===== src/core/crs_pkg.sv =====
// crs_pkg: constants and carrier types for the core register reset-state bank.
// assumes a single 100 MHz core clock and 8-bit register data.
package crs_pkg;

	localparam int CRS_NREG = 25;
	localparam int CRS_AW = 5;

	// register indices on the register port
	localparam logic [4:0] CRS_STK_TOP_U = 5'h00;
	localparam logic [4:0] CRS_STK_TOP_H = 5'h01;
	localparam logic [4:0] CRS_STK_TOP_L = 5'h02;
	localparam logic [4:0] CRS_STK_PTR = 5'h03;
	localparam logic [4:0] CRS_PCLAT_U = 5'h04;
	localparam logic [4:0] CRS_PCLAT_H = 5'h05;
	localparam logic [4:0] CRS_PC_LOW = 5'h06;
	localparam logic [4:0] CRS_TBL_U = 5'h07;
	localparam logic [4:0] CRS_TBL_H = 5'h08;
	localparam logic [4:0] CRS_TBL_L = 5'h09;
	localparam logic [4:0] CRS_TBL_LAT = 5'h0a;
	localparam logic [4:0] CRS_PROD_H = 5'h0b;
	localparam logic [4:0] CRS_PROD_L = 5'h0c;
	localparam logic [4:0] CRS_ICTL_MAIN = 5'h0d;
	localparam logic [4:0] CRS_ICTL_SECOND = 5'h0e;
	localparam logic [4:0] CRS_ICTL_THIRD = 5'h0f;
	localparam logic [4:0] CRS_IND0_H = 5'h10;
	localparam logic [4:0] CRS_IND0_L = 5'h11;
	localparam logic [4:0] CRS_WORK = 5'h12;
	localparam logic [4:0] CRS_PORT_DATA = 5'h13;
	localparam logic [4:0] CRS_PORT_LAT = 5'h14;
	localparam logic [4:0] CRS_PORT_DIR = 5'h15;
	localparam logic [4:0] CRS_PERIPH_FLAG = 5'h16;
	localparam logic [4:0] CRS_EVT_STAT = 5'h17;
	localparam logic [4:0] CRS_EVT_MASK = 5'h18;

	// field positions
	localparam int CRS_GIE_HIGH_BIT = 7;
	localparam int CRS_GIE_LOW_BIT = 6;
	localparam int CRS_STK_FULL_BIT = 7;
	localparam logic [4:0] CRS_STK_LAST = 5'h1f;
	localparam int CRS_EV_POR = 0;
	localparam int CRS_EV_MASTER_CLEAR = 1;
	localparam int CRS_EV_WDT_WAKE = 2;
	localparam int CRS_EV_IRQ_WAKE = 3;
	localparam int CRS_EV_STK_FULL = 4;
	localparam logic [7:0] CRS_PORT_FREE_BITS = 8'hc0;

	// program counter values
	localparam logic [20:0] CRS_PC_RESET = 21'h000000;
	localparam logic [20:0] CRS_VEC_HIGH = 21'h000008;
	localparam logic [20:0] CRS_VEC_LOW = 21'h000018;
	localparam logic [20:0] CRS_PC_STEP = 21'h000002;

	// wake flag destination select
	localparam logic [1:0] CRS_FSEL_MAIN = 2'h0;
	localparam logic [1:0] CRS_FSEL_THIRD = 2'h1;

	// per-register tables, highest index first
	localparam logic [CRS_NREG-1:0][7:0] CRS_RST_VAL = '{
		8'h00, 8'h01, 8'h00, 8'hff, 8'h00, 8'h00, 8'h00, 8'h00, 8'h00, 8'hc0,
		8'hff, 8'h00, 8'h00, 8'h00, 8'h00, 8'h00, 8'h00, 8'h00, 8'h00, 8'h00,
		8'h00, 8'h00, 8'h00, 8'h00, 8'h00};
	localparam logic [CRS_NREG-1:0][7:0] CRS_IMPL = '{
		8'h1f, 8'h1f, 8'hff, 8'hff, 8'hff, 8'hff, 8'hff, 8'hff, 8'h0f, 8'hff,
		8'hff, 8'hff, 8'hff, 8'hff, 8'hff, 8'hff, 8'hff, 8'h3f, 8'hff, 8'hff,
		8'h1f, 8'hdf, 8'hff, 8'hff, 8'h1f};
	localparam logic [CRS_NREG-1:0][7:0] CRS_KEEP = '{
		8'hff, 8'hff, 8'h00, 8'h00, 8'h00, 8'h00, 8'hff, 8'hff, 8'h0f, 8'h00,
		8'h00, 8'h01, 8'hff, 8'hff, 8'h00, 8'h00, 8'h00, 8'h00, 8'h00, 8'h00,
		8'h00, 8'h00, 8'h00, 8'h00, 8'h00};

	typedef struct packed {
		logic [4:0] addr;
		logic [7:0] wdata;
		logic wr;
		logic rd;
	} crs_bus_req_t;

	typedef struct packed {
		logic por;
		logic master_clear;
		logic wdt_wake;
		logic irq_wake;
		logic irq_high;
		logic [1:0] flag_sel;
		logic [7:0] flag_bits;
	} crs_evt_t;

	typedef struct packed {
		logic [CRS_NREG-1:0][7:0] r;
		logic [20:0] pc;
		logic [7:0] rdata;
		logic irq;
	} crs_state_t;

	localparam crs_state_t CRS_STATE_RST = '{r: CRS_RST_VAL, pc: CRS_PC_RESET,
		rdata: 8'h00, irq: 1'b0};

	// implemented bits of a register, port bits 7:6 only while the oscillator frees them
	function automatic logic [7:0] crs_mask(input logic [4:0] idx, input logic osc_free);
		logic [7:0] m;
		m = CRS_IMPL[idx];
		if (!osc_free && (idx == CRS_PORT_DATA || idx == CRS_PORT_LAT || idx == CRS_PORT_DIR)) begin
			m = m & ~CRS_PORT_FREE_BITS;
		end
		return m;
	endfunction

endpackage


===== src/core/crs_core.sv =====
// crs_core: core special registers with their reset-class and wake-up behaviour.
// assumes all inputs except the asynchronous rst synchronous to clk; event inputs are one-cycle pulses.
// Behaviour
// RULE1: interrupt wake with enable loads vector
// RULE2: interrupt wake copies counter to stack top
// RULE3: interrupt wake advances return stack pointer
// RULE4: wake sets cause flag, others kept
// RULE5: unimplemented bits always read zero
// RULE6: port bits 6,7 only when oscillator frees; the direction flops leave reset at ff and are masked one edge later
// RULE7: watchdog wake leaves registers untouched
// RULE8: three classes with own reset values
// RULE9: undefined registers kept by later resets
//
// Our own choices: the register addresses and the address-and-strobe port.
`timescale 1ns/1ps
module crs_core (
	// clock and reset
	input wire logic clk,
	input wire logic rst,
	// register port
	input wire crs_pkg::crs_bus_req_t bus,
	output logic [7:0] rdata,
	// reset classes and wake events
	input wire crs_pkg::crs_evt_t ev,
	// oscillator mode and port pins
	input wire logic osc_frees_pins,
	input wire logic [7:0] port_pins_in,
	output logic [7:0] port_latch,
	output logic [7:0] port_dir,
	// core state
	output logic [20:0] pc,
	output logic irq
);
	import crs_pkg::*;

	crs_state_t q;
	crs_state_t d;

	// next-state logic: bus access first, then events so that hardware sets win
	always_comb begin
		logic [4:0] sp;
		logic [7:0] ev_bits;
		logic gie;
		d = q;
		sp = q.r[CRS_STK_PTR][4:0];
		ev_bits = 8'h00;
		gie = q.r[CRS_ICTL_MAIN][CRS_GIE_HIGH_BIT] | q.r[CRS_ICTL_MAIN][CRS_GIE_LOW_BIT];
		d.rdata = 8'h00;

		// register writes; the event status is write-one-to-clear
		if (bus.wr && bus.addr < 5'(CRS_NREG)) begin
			case (bus.addr)
				CRS_EVT_STAT: begin
					d.r[CRS_EVT_STAT] = q.r[CRS_EVT_STAT] & ~bus.wdata;
				end
				CRS_PC_LOW: begin
					d.pc = {q.r[CRS_PCLAT_U][4:0], q.r[CRS_PCLAT_H], bus.wdata};
				end
				CRS_PORT_DATA: begin
					d.r[CRS_PORT_LAT] = bus.wdata;
				end
				default: begin
					d.r[bus.addr] = bus.wdata;
				end
			endcase
		end

		// RULE8 class values
		if (ev.por || ev.master_clear) begin
			for (int i = 0; i < CRS_NREG; i++) begin
				// RULE9 undefined kept
				d.r[i] = (q.r[i] & CRS_KEEP[i]) | (CRS_RST_VAL[i] & ~CRS_KEEP[i]);
			end
			d.pc = CRS_PC_RESET;
			ev_bits[ev.por ? CRS_EV_POR : CRS_EV_MASTER_CLEAR] = 1'b1;
		end else if (ev.irq_wake || ev.wdt_wake) begin
			// RULE4 cause flag set
			case (ev.flag_sel)
				CRS_FSEL_MAIN: d.r[CRS_ICTL_MAIN] = d.r[CRS_ICTL_MAIN] | ev.flag_bits;
				CRS_FSEL_THIRD: d.r[CRS_ICTL_THIRD] = d.r[CRS_ICTL_THIRD] | ev.flag_bits;
				default: d.r[CRS_PERIPH_FLAG] = d.r[CRS_PERIPH_FLAG] | ev.flag_bits;
			endcase
			// RULE7 watchdog resumes
			d.pc = 21'(q.pc + CRS_PC_STEP);
			if (ev.irq_wake) begin
				ev_bits[CRS_EV_IRQ_WAKE] = 1'b1;
			end else begin
				ev_bits[CRS_EV_WDT_WAKE] = 1'b1;
			end
			if (ev.irq_wake && gie) begin
				// RULE1 vector load
				d.pc = ev.irq_high ? CRS_VEC_HIGH : CRS_VEC_LOW;
				// RULE2 stack top copy
				d.r[CRS_STK_TOP_U] = {3'h0, q.pc[20:16]};
				d.r[CRS_STK_TOP_H] = q.pc[15:8];
				d.r[CRS_STK_TOP_L] = q.pc[7:0];
				// RULE3 pointer advance; a full stack holds its pointer
				if (!q.r[CRS_STK_PTR][CRS_STK_FULL_BIT]) begin
					d.r[CRS_STK_PTR][4:0] = 5'(sp + 5'h01);
					if (5'(sp + 5'h01) == CRS_STK_LAST) begin
						d.r[CRS_STK_PTR][CRS_STK_FULL_BIT] = 1'b1;
						ev_bits[CRS_EV_STK_FULL] = 1'b1;
					end
				end else begin
					ev_bits[CRS_EV_STK_FULL] = 1'b1;
				end
			end
		end

		// the low counter byte mirrors the counter
		d.r[CRS_PC_LOW] = d.pc[7:0];
		// sticky event bits, set wins over a same-cycle clear
		d.r[CRS_EVT_STAT] = d.r[CRS_EVT_STAT] | ev_bits;

		// RULE5 unimplemented zero
		for (int i = 0; i < CRS_NREG; i++) begin
			// RULE6 port bits gated
			d.r[i] = d.r[i] & crs_mask(5'(i), osc_frees_pins);
		end

		// read data stand in the cycle after the strobe only
		if (bus.rd) begin
			if (bus.addr == CRS_PORT_DATA) begin
				d.rdata = port_pins_in & crs_mask(CRS_PORT_DATA, osc_frees_pins);
			end else if (bus.addr < 5'(CRS_NREG)) begin
				d.rdata = q.r[bus.addr] & crs_mask(bus.addr, osc_frees_pins);
			end
		end

		// level interrupt from the masked sticky bits
		d.irq = |(d.r[CRS_EVT_STAT] & d.r[CRS_EVT_MASK]);
	end

	// state register; asynchronous reset counts as power-on
	always_ff @(posedge clk or posedge rst) begin
		if (rst) begin
			q <= CRS_STATE_RST;
		end else begin
			q <= d;
		end
	end

	// outputs straight from the state flops
	assign rdata = q.rdata;
	assign pc = q.pc;
	assign port_latch = q.r[CRS_PORT_LAT];
	assign port_dir = q.r[CRS_PORT_DIR];
	assign irq = q.irq;

	// helper terms for the checks below
	logic wake_push;
	logic plain_wdt;
	assign wake_push = ev.irq_wake && !ev.por && !ev.master_clear &&
		(q.r[CRS_ICTL_MAIN][CRS_GIE_HIGH_BIT] || q.r[CRS_ICTL_MAIN][CRS_GIE_LOW_BIT]);
	assign plain_wdt = ev.wdt_wake && !ev.irq_wake && !ev.por && !ev.master_clear && !bus.wr;

	// RULE1 vector check
	vector_load_a: assert property (@(posedge clk) disable iff (rst) // RULE1
		wake_push |=> pc == ($past(ev.irq_high) ? CRS_VEC_HIGH : CRS_VEC_LOW))
		else $error("counter not loaded with interrupt vector");

	// RULE2 stack top check
	stack_top_a: assert property (@(posedge clk) disable iff (rst) // RULE2
		wake_push |=> {q.r[CRS_STK_TOP_U][4:0], q.r[CRS_STK_TOP_H], q.r[CRS_STK_TOP_L]}
			== $past(q.pc))
		else $error("stack top does not hold the old counter");

	// RULE3 pointer check
	ptr_advance_a: assert property (@(posedge clk) disable iff (rst) // RULE3
		wake_push && !q.r[CRS_STK_PTR][CRS_STK_FULL_BIT]
		|=> q.r[CRS_STK_PTR][4:0] == 5'($past(q.r[CRS_STK_PTR][4:0]) + 5'h01))
		else $error("return stack pointer did not advance");

	// RULE4 flag check
	cause_flag_a: assert property (@(posedge clk) disable iff (rst) // RULE4
		(ev.irq_wake || ev.wdt_wake) && !ev.por && !ev.master_clear && !bus.wr
			&& ev.flag_sel == CRS_FSEL_MAIN
		|=> q.r[CRS_ICTL_MAIN] == ($past(q.r[CRS_ICTL_MAIN]) | $past(ev.flag_bits)))
		else $error("wake cause flag wrong or other bits disturbed");

	// RULE5 read check
	unimpl_zero_a: assert property (@(posedge clk) disable iff (rst) // RULE5
		bus.rd && bus.addr == CRS_STK_PTR ##1 bus.rd && bus.addr == CRS_IND0_H
		|-> ##1 rdata[7:4] == 4'h0 && $past(rdata[5]) == 1'b0)
		else $error("unimplemented bits read as one");

	// RULE6 port gate check; the direction flops leave reset at ff, masked one edge later
	port_gate_a: assert property (@(posedge clk) disable iff (rst) // RULE6
		!osc_frees_pins && !$past(rst)
		|=> port_latch[7:6] == 2'b00 && port_dir[7:6] == 2'b00)
		else $error("port bits 7:6 present with oscillator holding them");

	// RULE7 watchdog wake check
	wdt_resume_a: assert property (@(posedge clk) disable iff (rst) // RULE7
		plain_wdt |=> q.r[CRS_WORK] == $past(q.r[CRS_WORK])
			&& q.r[CRS_TBL_L] == $past(q.r[CRS_TBL_L])
			&& pc == 21'($past(q.pc) + CRS_PC_STEP))
		else $error("watchdog wake disturbed registers");

	// RULE8 class check
	class_reset_a: assert property (@(posedge clk) disable iff (rst) // RULE8
		ev.master_clear && !ev.por |=> q.r[CRS_ICTL_SECOND] == 8'hff
			&& q.r[CRS_ICTL_THIRD] == 8'hc0 && q.r[CRS_STK_PTR] == 8'h00 && pc == CRS_PC_RESET
			&& q.r[CRS_EVT_STAT][CRS_EV_MASTER_CLEAR])
		else $error("master-clear class values wrong");

	// RULE9 undefined keep check
	undef_keep_a: assert property (@(posedge clk) disable iff (rst) // RULE9
		(ev.master_clear || ev.por) |=> q.r[CRS_WORK] == $past(q.r[CRS_WORK])
			&& q.r[CRS_PROD_H] == $past(q.r[CRS_PROD_H])
			&& q.r[CRS_ICTL_MAIN][0] == $past(q.r[CRS_ICTL_MAIN][0]))
		else $error("undefined register changed by reset class");

	// interrupt output follows masked status
	irq_level_a: assert property (@(posedge clk) disable iff (rst)
		irq == |(q.r[CRS_EVT_STAT] & q.r[CRS_EVT_MASK]))
		else $error("interrupt output disagrees with status and mask");

	// RULE1 high vector
	vec_high_a: assert property (@(posedge clk) disable iff (rst) // RULE1
		wake_push && ev.irq_high |=> pc == CRS_VEC_HIGH)
		else $error("high priority vector not loaded");

	// RULE1 low vector
	vec_low_a: assert property (@(posedge clk) disable iff (rst) // RULE1
		wake_push && !ev.irq_high |=> pc == CRS_VEC_LOW)
		else $error("low priority vector not loaded");

	// RULE1 no enable steps
	no_gie_step_a: assert property (@(posedge clk) disable iff (rst) // RULE1
		ev.irq_wake && !ev.por && !ev.master_clear && !q.r[CRS_ICTL_MAIN][7] && !q.r[CRS_ICTL_MAIN][6]
		|=> pc == 21'($past(q.pc) + CRS_PC_STEP))
		else $error("disabled interrupt wake did not step the counter");

	// RULE3 no enable, no push
	no_gie_push_a: assert property (@(posedge clk) disable iff (rst) // RULE3
		ev.irq_wake && !ev.por && !ev.master_clear && !bus.wr
			&& !q.r[CRS_ICTL_MAIN][7] && !q.r[CRS_ICTL_MAIN][6]
		|=> q.r[CRS_STK_PTR] == $past(q.r[CRS_STK_PTR]))
		else $error("disabled interrupt wake moved the pointer");

	// RULE3 full stack holds
	stack_full_a: assert property (@(posedge clk) disable iff (rst) // RULE3
		wake_push && !bus.wr && q.r[CRS_STK_PTR][CRS_STK_FULL_BIT]
		|=> q.r[CRS_STK_PTR] == $past(q.r[CRS_STK_PTR]) && q.r[CRS_EVT_STAT][CRS_EV_STK_FULL])
		else $error("push onto a full stack moved the pointer");

	// RULE3 reaching the last slot
	stack_fill_a: assert property (@(posedge clk) disable iff (rst) // RULE3
		wake_push && !bus.wr && q.r[CRS_STK_PTR] == 8'h1e
		|=> q.r[CRS_STK_PTR][CRS_STK_FULL_BIT] && q.r[CRS_EVT_STAT][CRS_EV_STK_FULL])
		else $error("full mark not raised at the last slot");

	// RULE4 third control flag
	cause_third_a: assert property (@(posedge clk) disable iff (rst) // RULE4
		(ev.irq_wake || ev.wdt_wake) && !ev.por && !ev.master_clear && !bus.wr
			&& ev.flag_sel == CRS_FSEL_THIRD
		|=> q.r[CRS_ICTL_THIRD] == ($past(q.r[CRS_ICTL_THIRD]) | $past(ev.flag_bits)))
		else $error("third control cause flag wrong");

	// RULE4 peripheral flag
	cause_periph_a: assert property (@(posedge clk) disable iff (rst) // RULE4
		(ev.irq_wake || ev.wdt_wake) && !ev.por && !ev.master_clear && !bus.wr && ev.flag_sel[1]
		|=> q.r[CRS_PERIPH_FLAG] == ($past(q.r[CRS_PERIPH_FLAG]) | $past(ev.flag_bits)))
		else $error("peripheral cause flag wrong");

	// interrupt wake is recorded in the event status
	irq_wake_stat_a: assert property (@(posedge clk) disable iff (rst)
		ev.irq_wake && !ev.por && !ev.master_clear |=> q.r[CRS_EVT_STAT][CRS_EV_IRQ_WAKE])
		else $error("interrupt wake not recorded");

	// RULE5 stack top upper bits
	top_upper_zero_a: assert property (@(posedge clk) disable iff (rst) // RULE5
		q.r[CRS_STK_TOP_U][7:5] == 3'h0)
		else $error("stack top upper holds unimplemented bits");

	// RULE5 pointer bit five
	ptr_zero_a: assert property (@(posedge clk) disable iff (rst) // RULE5
		q.r[CRS_STK_PTR][5] == 1'b0)
		else $error("pointer holds unimplemented bit");

	// RULE5 table pointer upper
	tbl_upper_a: assert property (@(posedge clk) disable iff (rst) // RULE5
		q.r[CRS_TBL_U][7:6] == 2'h0)
		else $error("table pointer upper holds unimplemented bits");

	// RULE5 indirect pointer high
	ind_high_a: assert property (@(posedge clk) disable iff (rst) // RULE5
		q.r[CRS_IND0_H][7:4] == 4'h0)
		else $error("indirect pointer high holds unimplemented bits");

	// RULE5 unmapped index reads zero
	unmapped_rd_a: assert property (@(posedge clk) disable iff (rst) // RULE5
		bus.rd && bus.addr >= 5'(CRS_NREG) |=> rdata == 8'h00)
		else $error("unmapped index read non-zero");

	// RULE5 read data only after a strobe
	idle_rdata_a: assert property (@(posedge clk) disable iff (rst) // RULE5
		!bus.rd |=> rdata == 8'h00)
		else $error("read data present without a read strobe");

	// RULE6 pin read gated
	port_read_a: assert property (@(posedge clk) disable iff (rst) // RULE6
		bus.rd && bus.addr == CRS_PORT_DATA && !osc_frees_pins |=> rdata[7:6] == 2'b00)
		else $error("port pins 7:6 read while oscillator holds them");

	// RULE6 free pins take writes
	port_free_a: assert property (@(posedge clk) disable iff (rst) // RULE6
		osc_frees_pins && bus.wr && bus.addr == CRS_PORT_LAT && !ev.por && !ev.master_clear
		|=> port_latch == $past(bus.wdata))
		else $error("free port latch did not take the write");

	// RULE7 stack untouched
	wdt_stack_a: assert property (@(posedge clk) disable iff (rst) // RULE7
		plain_wdt |=> q.r[CRS_STK_PTR] == $past(q.r[CRS_STK_PTR])
			&& q.r[CRS_STK_TOP_L] == $past(q.r[CRS_STK_TOP_L]))
		else $error("watchdog wake disturbed the stack");

	// RULE7 latches untouched
	wdt_latch_a: assert property (@(posedge clk) disable iff (rst) // RULE7
		plain_wdt |=> q.r[CRS_PCLAT_H] == $past(q.r[CRS_PCLAT_H])
			&& q.r[CRS_ICTL_SECOND] == $past(q.r[CRS_ICTL_SECOND]))
		else $error("watchdog wake disturbed latch or control");

	// RULE7 wake recorded
	wdt_status_a: assert property (@(posedge clk) disable iff (rst) // RULE7
		plain_wdt |=> q.r[CRS_EVT_STAT][CRS_EV_WDT_WAKE])
		else $error("watchdog wake not recorded");

	// RULE8 power-on class
	por_class_a: assert property (@(posedge clk) disable iff (rst) // RULE8
		ev.por |=> pc == CRS_PC_RESET && q.r[CRS_STK_PTR] == 8'h00
			&& q.r[CRS_TBL_LAT] == 8'h00 && q.r[CRS_EVT_STAT][CRS_EV_POR])
		else $error("power-on class values wrong");

	// RULE8 latches cleared
	class_latch_a: assert property (@(posedge clk) disable iff (rst) // RULE8
		ev.por || ev.master_clear |=> q.r[CRS_PCLAT_U] == 8'h00 && q.r[CRS_PCLAT_H] == 8'h00
			&& q.r[CRS_TBL_H] == 8'h00 && q.r[CRS_ICTL_MAIN][7:1] == 7'h00)
		else $error("class reset left latches or enables set");

	// RULE9 indirect kept
	undef_ind_a: assert property (@(posedge clk) disable iff (rst) // RULE9
		ev.por || ev.master_clear |=> q.r[CRS_IND0_H] == $past(q.r[CRS_IND0_H])
			&& q.r[CRS_IND0_L] == $past(q.r[CRS_IND0_L]))
		else $error("class reset changed the indirect pointer");

	// status clear by writing ones, when no event competes
	status_clear_a: assert property (@(posedge clk) disable iff (rst)
		bus.wr && bus.addr == CRS_EVT_STAT && !ev.por && !ev.master_clear && !ev.wdt_wake
			&& !ev.irq_wake
		|=> q.r[CRS_EVT_STAT] == ($past(q.r[CRS_EVT_STAT]) & ~$past(bus.wdata)))
		else $error("status clear wrong");

	// low counter byte reads as the counter
	pc_read_a: assert property (@(posedge clk) disable iff (rst)
		bus.rd && bus.addr == CRS_PC_LOW |=> rdata == $past(q.pc[7:0]))
		else $error("counter low byte read wrong");

	// writing the low byte loads the whole counter from the latches
	pc_load_a: assert property (@(posedge clk) disable iff (rst)
		bus.wr && bus.addr == CRS_PC_LOW && !ev.por && !ev.master_clear && !ev.wdt_wake && !ev.irq_wake
		|=> pc == {$past(q.r[CRS_PCLAT_U][4:0]), $past(q.r[CRS_PCLAT_H]), $past(bus.wdata)})
		else $error("counter not loaded from latches");

endmodule


===== config.mk =====
export PLATFORM = sky130hd
export DESIGN_NAME = crs_core
export DESIGN_NICKNAME = d
export VERILOG_FILES = /design/src/core/crs_pkg.sv /design/src/core/crs_core.sv
export SDC_FILE = /design/constraint.sdc
export NUM_CORES = 1
export LEC_CHECK = 0
export BUFFER_PORTS_ARGS = -buffer_cell sky130_fd_sc_hd__buf_2
export CAP_MARGIN = 20
export CELL_PAD_IN_SITES_DETAIL_PLACEMENT = 0
export CELL_PAD_IN_SITES_GLOBAL_PLACEMENT = 2
export CORE_MARGIN = 2
export CORE_UTILIZATION = 40
export DETAILED_ROUTE_END_ITERATION = 6
export GPL_ROUTABILITY_DRIVEN = 0
export PLACE_DENSITY = 0.77
export SLEW_MARGIN = 20
export SYNTH_ARGS = -nofsm -noshare
export SYNTH_HDL_FRONTEND = slang
export SYNTH_SLANG_ARGS = --single-unit
export TNS_END_PERCENT = 30

===== constraint.sdc =====
create_clock -name clk -period 8.5 [get_ports clk]
set_clock_uncertainty 0.05 [all_clocks]
set_input_delay 1.7 -clock clk [delete_from_list [all_inputs] [get_ports clk]]
set_output_delay 1.7 -clock clk [all_outputs]
set_load 0.005 [all_outputs]

==> results.toml, run 1 <==
[status]
status = "finished, final reports clean"

[setup_path]
worstPathRequired_ns = 8.92
cp-endpoint = "port_latch[7]$_DFF_PP0_"
cpPeakStageDelay_ns = 0.91
cp.arrival_ns = 4.92
worstPathCellList = "buf_2 -> buf_4 -> inv_1 -> ha_1 -> nand3b_1 -> a21oi_1 -> a21oi_1 -> a22oi_1 -> nor2b_1"
crit_start = "bus[10]"
cpMostUsedCell = "a21oi_1"
reg2reg_setup_slack_ns = 6.02
crit_slowest_cell = "a21oi_1"
start_kind = "input port"
cp-end-kind = "flip-flop"
critPathKind = "in2reg"
crit_fanout = 41
r2r_start = "pc[1]$_DFFE_PP0P_"
reg2regPathDepth = 6
worstReg2RegEnd = "pc[11]$_DFFE_PP0P_"

[clock_tree]
cts_tree = "done"
post_cts_resized = 0
htreeDepth = 1
clock_path_buffers = 3
cts_buffers = 25
hold_buffers = 0
cts-root-buf = "clkbuf_16"
numClockSinks = 203
insertion_delay_ns = 0.54
path_clk_slew_ns = 0.06
cts_setup_buffers = 0

[logic_synthesis]
synthAdderAreaFrac = 0.00986
synth.most_common_cell = "dfrtp_1"
post_synth.cell_area_avg_um2 = 10.8
synth-simple-area-share = 0.137
yosysSeqAreaShare = 0.447
netlist_area_um2 = 11400
synth_common_cells = "184 x dfrtp_1, 74 x nor2_1, 71 x a21oi_1"
syn_nets = 1103
yosysWarningCount = 0
synthCells = 1053
synth_top_family_by_area = "multiplexers"
synth_top_cell_by_area = "dfrtp_1"
synthArstFlopShare = 1.00
synthXorXnorAreaFrac = 0.00230
muxShareOfSynthArea = 0.181
yosys.area.top_type_share = 0.403
ys_types = 77
synth_area_leaders = "dfrtp_1 40%, mux4_2 6.9%, mux2i_1 6.1%, dfstp_2 4.4%, mux2_2 3.8%"
synthFlopType = "dfrtp_1"
synth_edf_count = 0
synth_compound_area_frac = 0.154
ys_seq_elements = 203

[timing]
finalSetupViolCount = 0
slew_headroom = 0.239
setup_tns_ns = 0
layout_setup_ws_ns = 3.99
finalCritPeriodShare = 0.530
tightest_slew_ns = 1.14
period_needed_ns = 4.51
drv_slew = 0
fin_hold_ws_ns = 0.431
fmax_mhz = 222
hold_viol = 0
rsz0062_at_grt = "false"

[routing]
wl_per_cell_um = 26.6
drc = 0
ant_nets = 0
wirelength_um = 38400
vias_per_cell = 6.09
vias = 8788
drt-pass1-iter-count = 5
drt_iter0_markers = 892

[global_route]
grt_first_pass_wirelength_um = 58400
grt_pass1_vias = 8611
grt_max_degree = 124
grtUsageTotal = 0.256
grt_remaining_overflow = 0
antenna_found_initial = 0

[power_and_ir_drop]
cellPowerDensity_nw_per_um2 = 188
cellLeakagePower_nw = 5.61
ir_drop_uv = 129
power_mw = 2.35

[final_layout]
n_antenna_cell = 0
num-nets-final = 1095
drive_above_1_share = 0.253
areaGrowthSynthToFinish_pct = 9.49
post-route-util = 0.447

[floorplan]
fp.coreArea_um2 = 27900
die_x_um = 173
initial_core_util = 0.409
die_area_um2 = 29900
io_pins = 87
die_y_um = 173
rows = 61

[place]
pre_cts_ws_ns = 3.45
place_hpwl_um = 25600
port_buffers = 86

[run]
drv_cap = 0

[min_path]
min_path_type = "reg2reg"
per-stage QoR:
| step | cells | cell area, µm² |
|---|---|---|
| global placement | 1396 | 11700 |
| detailed placement | 1396 | 11700 |
| floorplan | 1053 | 11400 |
| global route | 1442 | 12500 |
| CTS | 1442 | 12500 |
| finish | 1442 | 12500 |
routing by layer:
layer / global-route usage / share of wire
met4: 0.0565 / 0.022
met2: 0.360 / 0.43
met5: 0 / 0
met1: 0.398 / 0.48
met3: 0.0596 / 0.077
power breakdown:
part | internal, mW | leakage [nW] | switching (mW)
Sequential | 0.993 | 2.73 | 0.0234
Combinational | 0.0802 | 2.49 | 0.164
Clock | 0.624 | 0.391 | 0.460
worst min-delay path by stage:
stage,startpoint,endpoint,slack [ns],cells after the start
2_1_floorplan,q[119]$_DFFE_PP0P_,q[119]$_DFFE_PP0P_,0.39,2
3_3_place_gp,q[128]$_DFFE_PP0P_,q[128]$_DFFE_PP0P_,0.41,2
5_1_grt,q[182]$_DFFE_PP0P_,q[182]$_DFFE_PP0P_,0.46,1
3_5_place_dp,q[183]$_DFFE_PP0P_,q[183]$_DFFE_PP0P_,0.42,1
6_report,q[182]$_DFFE_PP0P_,q[182]$_DFFE_PP0P_,0.43,1
4_1_cts,q[182]$_DFFE_PP0P_,q[182]$_DFFE_PP0P_,0.44,1
registers in the layout, indices dropped and copies added (netlist names):
register    count
irq             1
pc             21
port_dir        8
port_latch      8
q             157
rdata           8
cells by family after synthesis:
group / after synthesis
AND/OR/NAND/NOR: 293
AO/OA/AOI/OAI: 249
flip-flops: 203
multiplexers: 153
buffers and inverters: 143
adder cells (fa/ha/maj): 9
XOR/XNOR: 3
placed cells by master, fill, tap and decap left out, types with 5 or more instances in the layout:
cell / netlist / layout
and2_1: 13 / 13
clkbuf_16: 0 / 25
clkinvlp_4: 0 / 6
or3_1: 7 / 7
dfstp_2: 19 / 19
a221oi_1: 5 / 5
ha_1: 9 / 9
nand3_1: 53 / 53
mux2_2: 39 / 39
buf_4: 53 / 8
mux2_4: 9 / 9
inv_1: 12 / 11
o21ai_0: 32 / 32
mux4_2: 35 / 35
nor3_1: 17 / 17
a221o_1: 8 / 8
a21oi_1: 71 / 71
buf_2: 14 / 86
a211oi_1: 19 / 19
a22oi_1: 11 / 11
o22a_1: 13 / 13
nand2b_1: 5 / 5
nand4_1: 10 / 10
nor2_1: 74 / 73
dfrtp_1: 184 / 184
a22o_1: 33 / 33
and4_1: 5 / 5
mux2i_1: 70 / 70
a31oi_1: 6 / 6
nand2_1: 62 / 62
nor2b_1: 6 / 6
and3_1: 12 / 12
area by class of cell:
class / instances / area [µm²]
clock buffers: 29 / 661
inverters: 13 / 56.3
multi-input cells: 707 / 5540
repair buffers: 95 / 502
flip-flops and latches: 203 / 5100
clock inverters: 17 / 169
well taps: 378 / 473
fillers: 2708 / 15400
critical path, delay by kind of cell:
family / cells / cell delay [ns]
AO/OA/AOI/OAI: 3 / 1.17
adder cells (fa/ha/maj): 1 / 0.46
buffers and inverters: 3 / 1.23
AND/OR/NAND/NOR: 2 / 0.32
No activity file was read; power rests on OpenSTA's default activity.
==> inputs of run 2 (changes only) <==
- CORE_UTILIZATION: 40 -> 37
- PLACE_DENSITY: 0.77 -> 0.74
- clock period: 8.5 -> 3.9 ns (I/O delays scaled with it)
==> run 2 against run 1 <==
Compared with the run above:
- global-route usage shrank 1.7 points
- sequential cell count is the same
- first-iteration DRC count shrank 7.2%
- combinational power grew 130%
- register-to-register slack lost 4.9 ns
- critical path depth shrank 2
- sequential share of layout area shrank 0.72 points
- clock power grew 120%
- critical path type unchanged
- critical endpoint is now q[99]$_DFFE_PP0P_
- highest routed layer unchanged
==> results.toml, run 2 (synthesis gave the netlist of run 1 again) <==
[place]
place_hpwl_um = 27100
place_area_um2 = 11900
pre_cts_ws_ns = 0.380
port_buffers = 86

[timing]
drv_slew = 0
rsz0062_at_grt = "false"
tightest_slew_ns = 1.06
period_needed_ns = 2.99
fin_hold_ws_ns = 0.315
layout_setup_ws_ns = 0.909
slew_headroom = 0.292
finalCritPeriodShare = 0.767
hold_viol = 0
finalSetupViolCount = 0
fmax_mhz = 334
setup_tns_ns = 0

[floorplan]
io_pins = 87
die_area_um2 = 32300
die_y_um = 180
die_x_um = 180
initial_core_util = 0.374
fp.coreArea_um2 = 30500
rows = 64

[final_layout]
final_common_cell = "dfrtp_1"
areaGrowthSynthToFinish_pct = 11.5
n_antenna_cell = 0
fillCellCount = 2963
multi_input_area_um2 = 5540
top_register = "q"
largest_register_ffs = 157
fin_area_um2 = 12700
num-nets-final = 1116
final_cell_mix = "184 x dfrtp_1, 86 x buf_2, 73 x nor2_1, 71 x a21oi_1, 70 x mux2i_1"
drive_above_1_share = 0.263
area.sequential_um2 = 5100
post-route-util = 0.417

[setup_path]
worstReg2RegEnd = "pc[11]$_DFFE_PP0P_"
reg2reg_setup_slack_ns = 1.16
cp-end-kind = "flip-flop"
r2r_start = "pc[1]$_DFFE_PP0P_"
crit_fanout = 15
critPathKind = "in2reg"
start_kind = "input port"
worstPathRequired_ns = 4.32
cp.arrival_ns = 3.41
reg2regPathDepth = 6

[power_and_ir_drop]
ir_drop_uv = 343
cellPowerDensity_nw_per_um2 = 405
cellLeakagePower_nw = 5.75

[clock_tree]
hold_buffers = 0
insertion_delay_ns = 0.55
htreeDepth = 1
numClockSinks = 203
clock_path_buffers = 3
cts-root-buf = "clkbuf_16"
cts_tree = "done"
cts_setup_buffers = 0
cts_buffers = 25
post_cts_resized = 0
path_clk_slew_ns = 0.06

[routing]
drt_iter0_markers = 828
drt-pass1-iter-count = 5
drc = 0
ant_nets = 0
wl_per_cell_um = 26.4
wirelength_um = 39000
vias = 8945
vias_per_cell = 6.04

[global_route]
grt_first_pass_wirelength_um = 58900
gr-usage-met2 = 0.350
use_met3 = 0.0387
grtUsageTotal = 0.239
grt_remaining_overflow = 0
grt.met1_usage = 0.373
antenna_found_initial = 0
top_usage_layer = "met1"
grt_max_degree = 90
grt_pass1_vias = 8631

[status]
status = "finished, final reports clean"

[min_path]
min_path_type = "in2async"

[run]
drv_cap = 0
[run 2: layout make-up]
cell class,count,share of cell area
inverter,13,0.00413
multi-input combinational,707,0.435
clock buffer,38,0.0585
tap,396,0.0389
clock inverter,7,0.00787
timing repair buffer,116,0.0545
sequential,203,0.401
[run 2: worst max-delay path by stage]
stage	start	end	slack, ns	depth (start not counted)
2_1_floorplan	rst	irq$_DFF_PP0_	0.46	1
3_3_place_gp	bus[10]	rdata[0]$_DFF_PP0_	0.39	7
5_1_grt	bus[10]	q[94]$_DFFE_PP0P_	0.84	7
6_report	bus[10]	q[99]$_DFFE_PP0P_	0.91	7
3_5_place_dp	bus[11]	rdata[0]$_DFF_PP0_	0.38	7
4_1_cts	bus[10]	rdata[0]$_DFF_PP0_	0.94	7
[run 2: through the flow]
stage	cells	power, mW
after floorplan	1053	2.60
after global placement	1435	2.80
after detailed placement	1435	2.80
after CTS	1480	5.20
after global routing	1480	5.35
final	1480	5.16
[run 2: layer usage]
metal,vias to the layer above,part of all wire
li1,3893,-
met1,4664,0.48
met2,341,0.44
met3,47,0.067
met4,0,0.019
met5,-,0
[run 2: worst max-delay path: stages]
cell and delay, ns:
buf_2 0.40, ha_1 0.59, nand2_1 0.24, a21oi_4 0.31
nor2_1 0.17, a31oi_1 0.66, a22o_1 0.25
[run 2: where the power goes]
group	total, mW	internal (mW)	switching [mW]
combinational	0.552	0.191	0.361
sequential	2.22	2.17	0.0507
clock	2.39	1.45	0.940
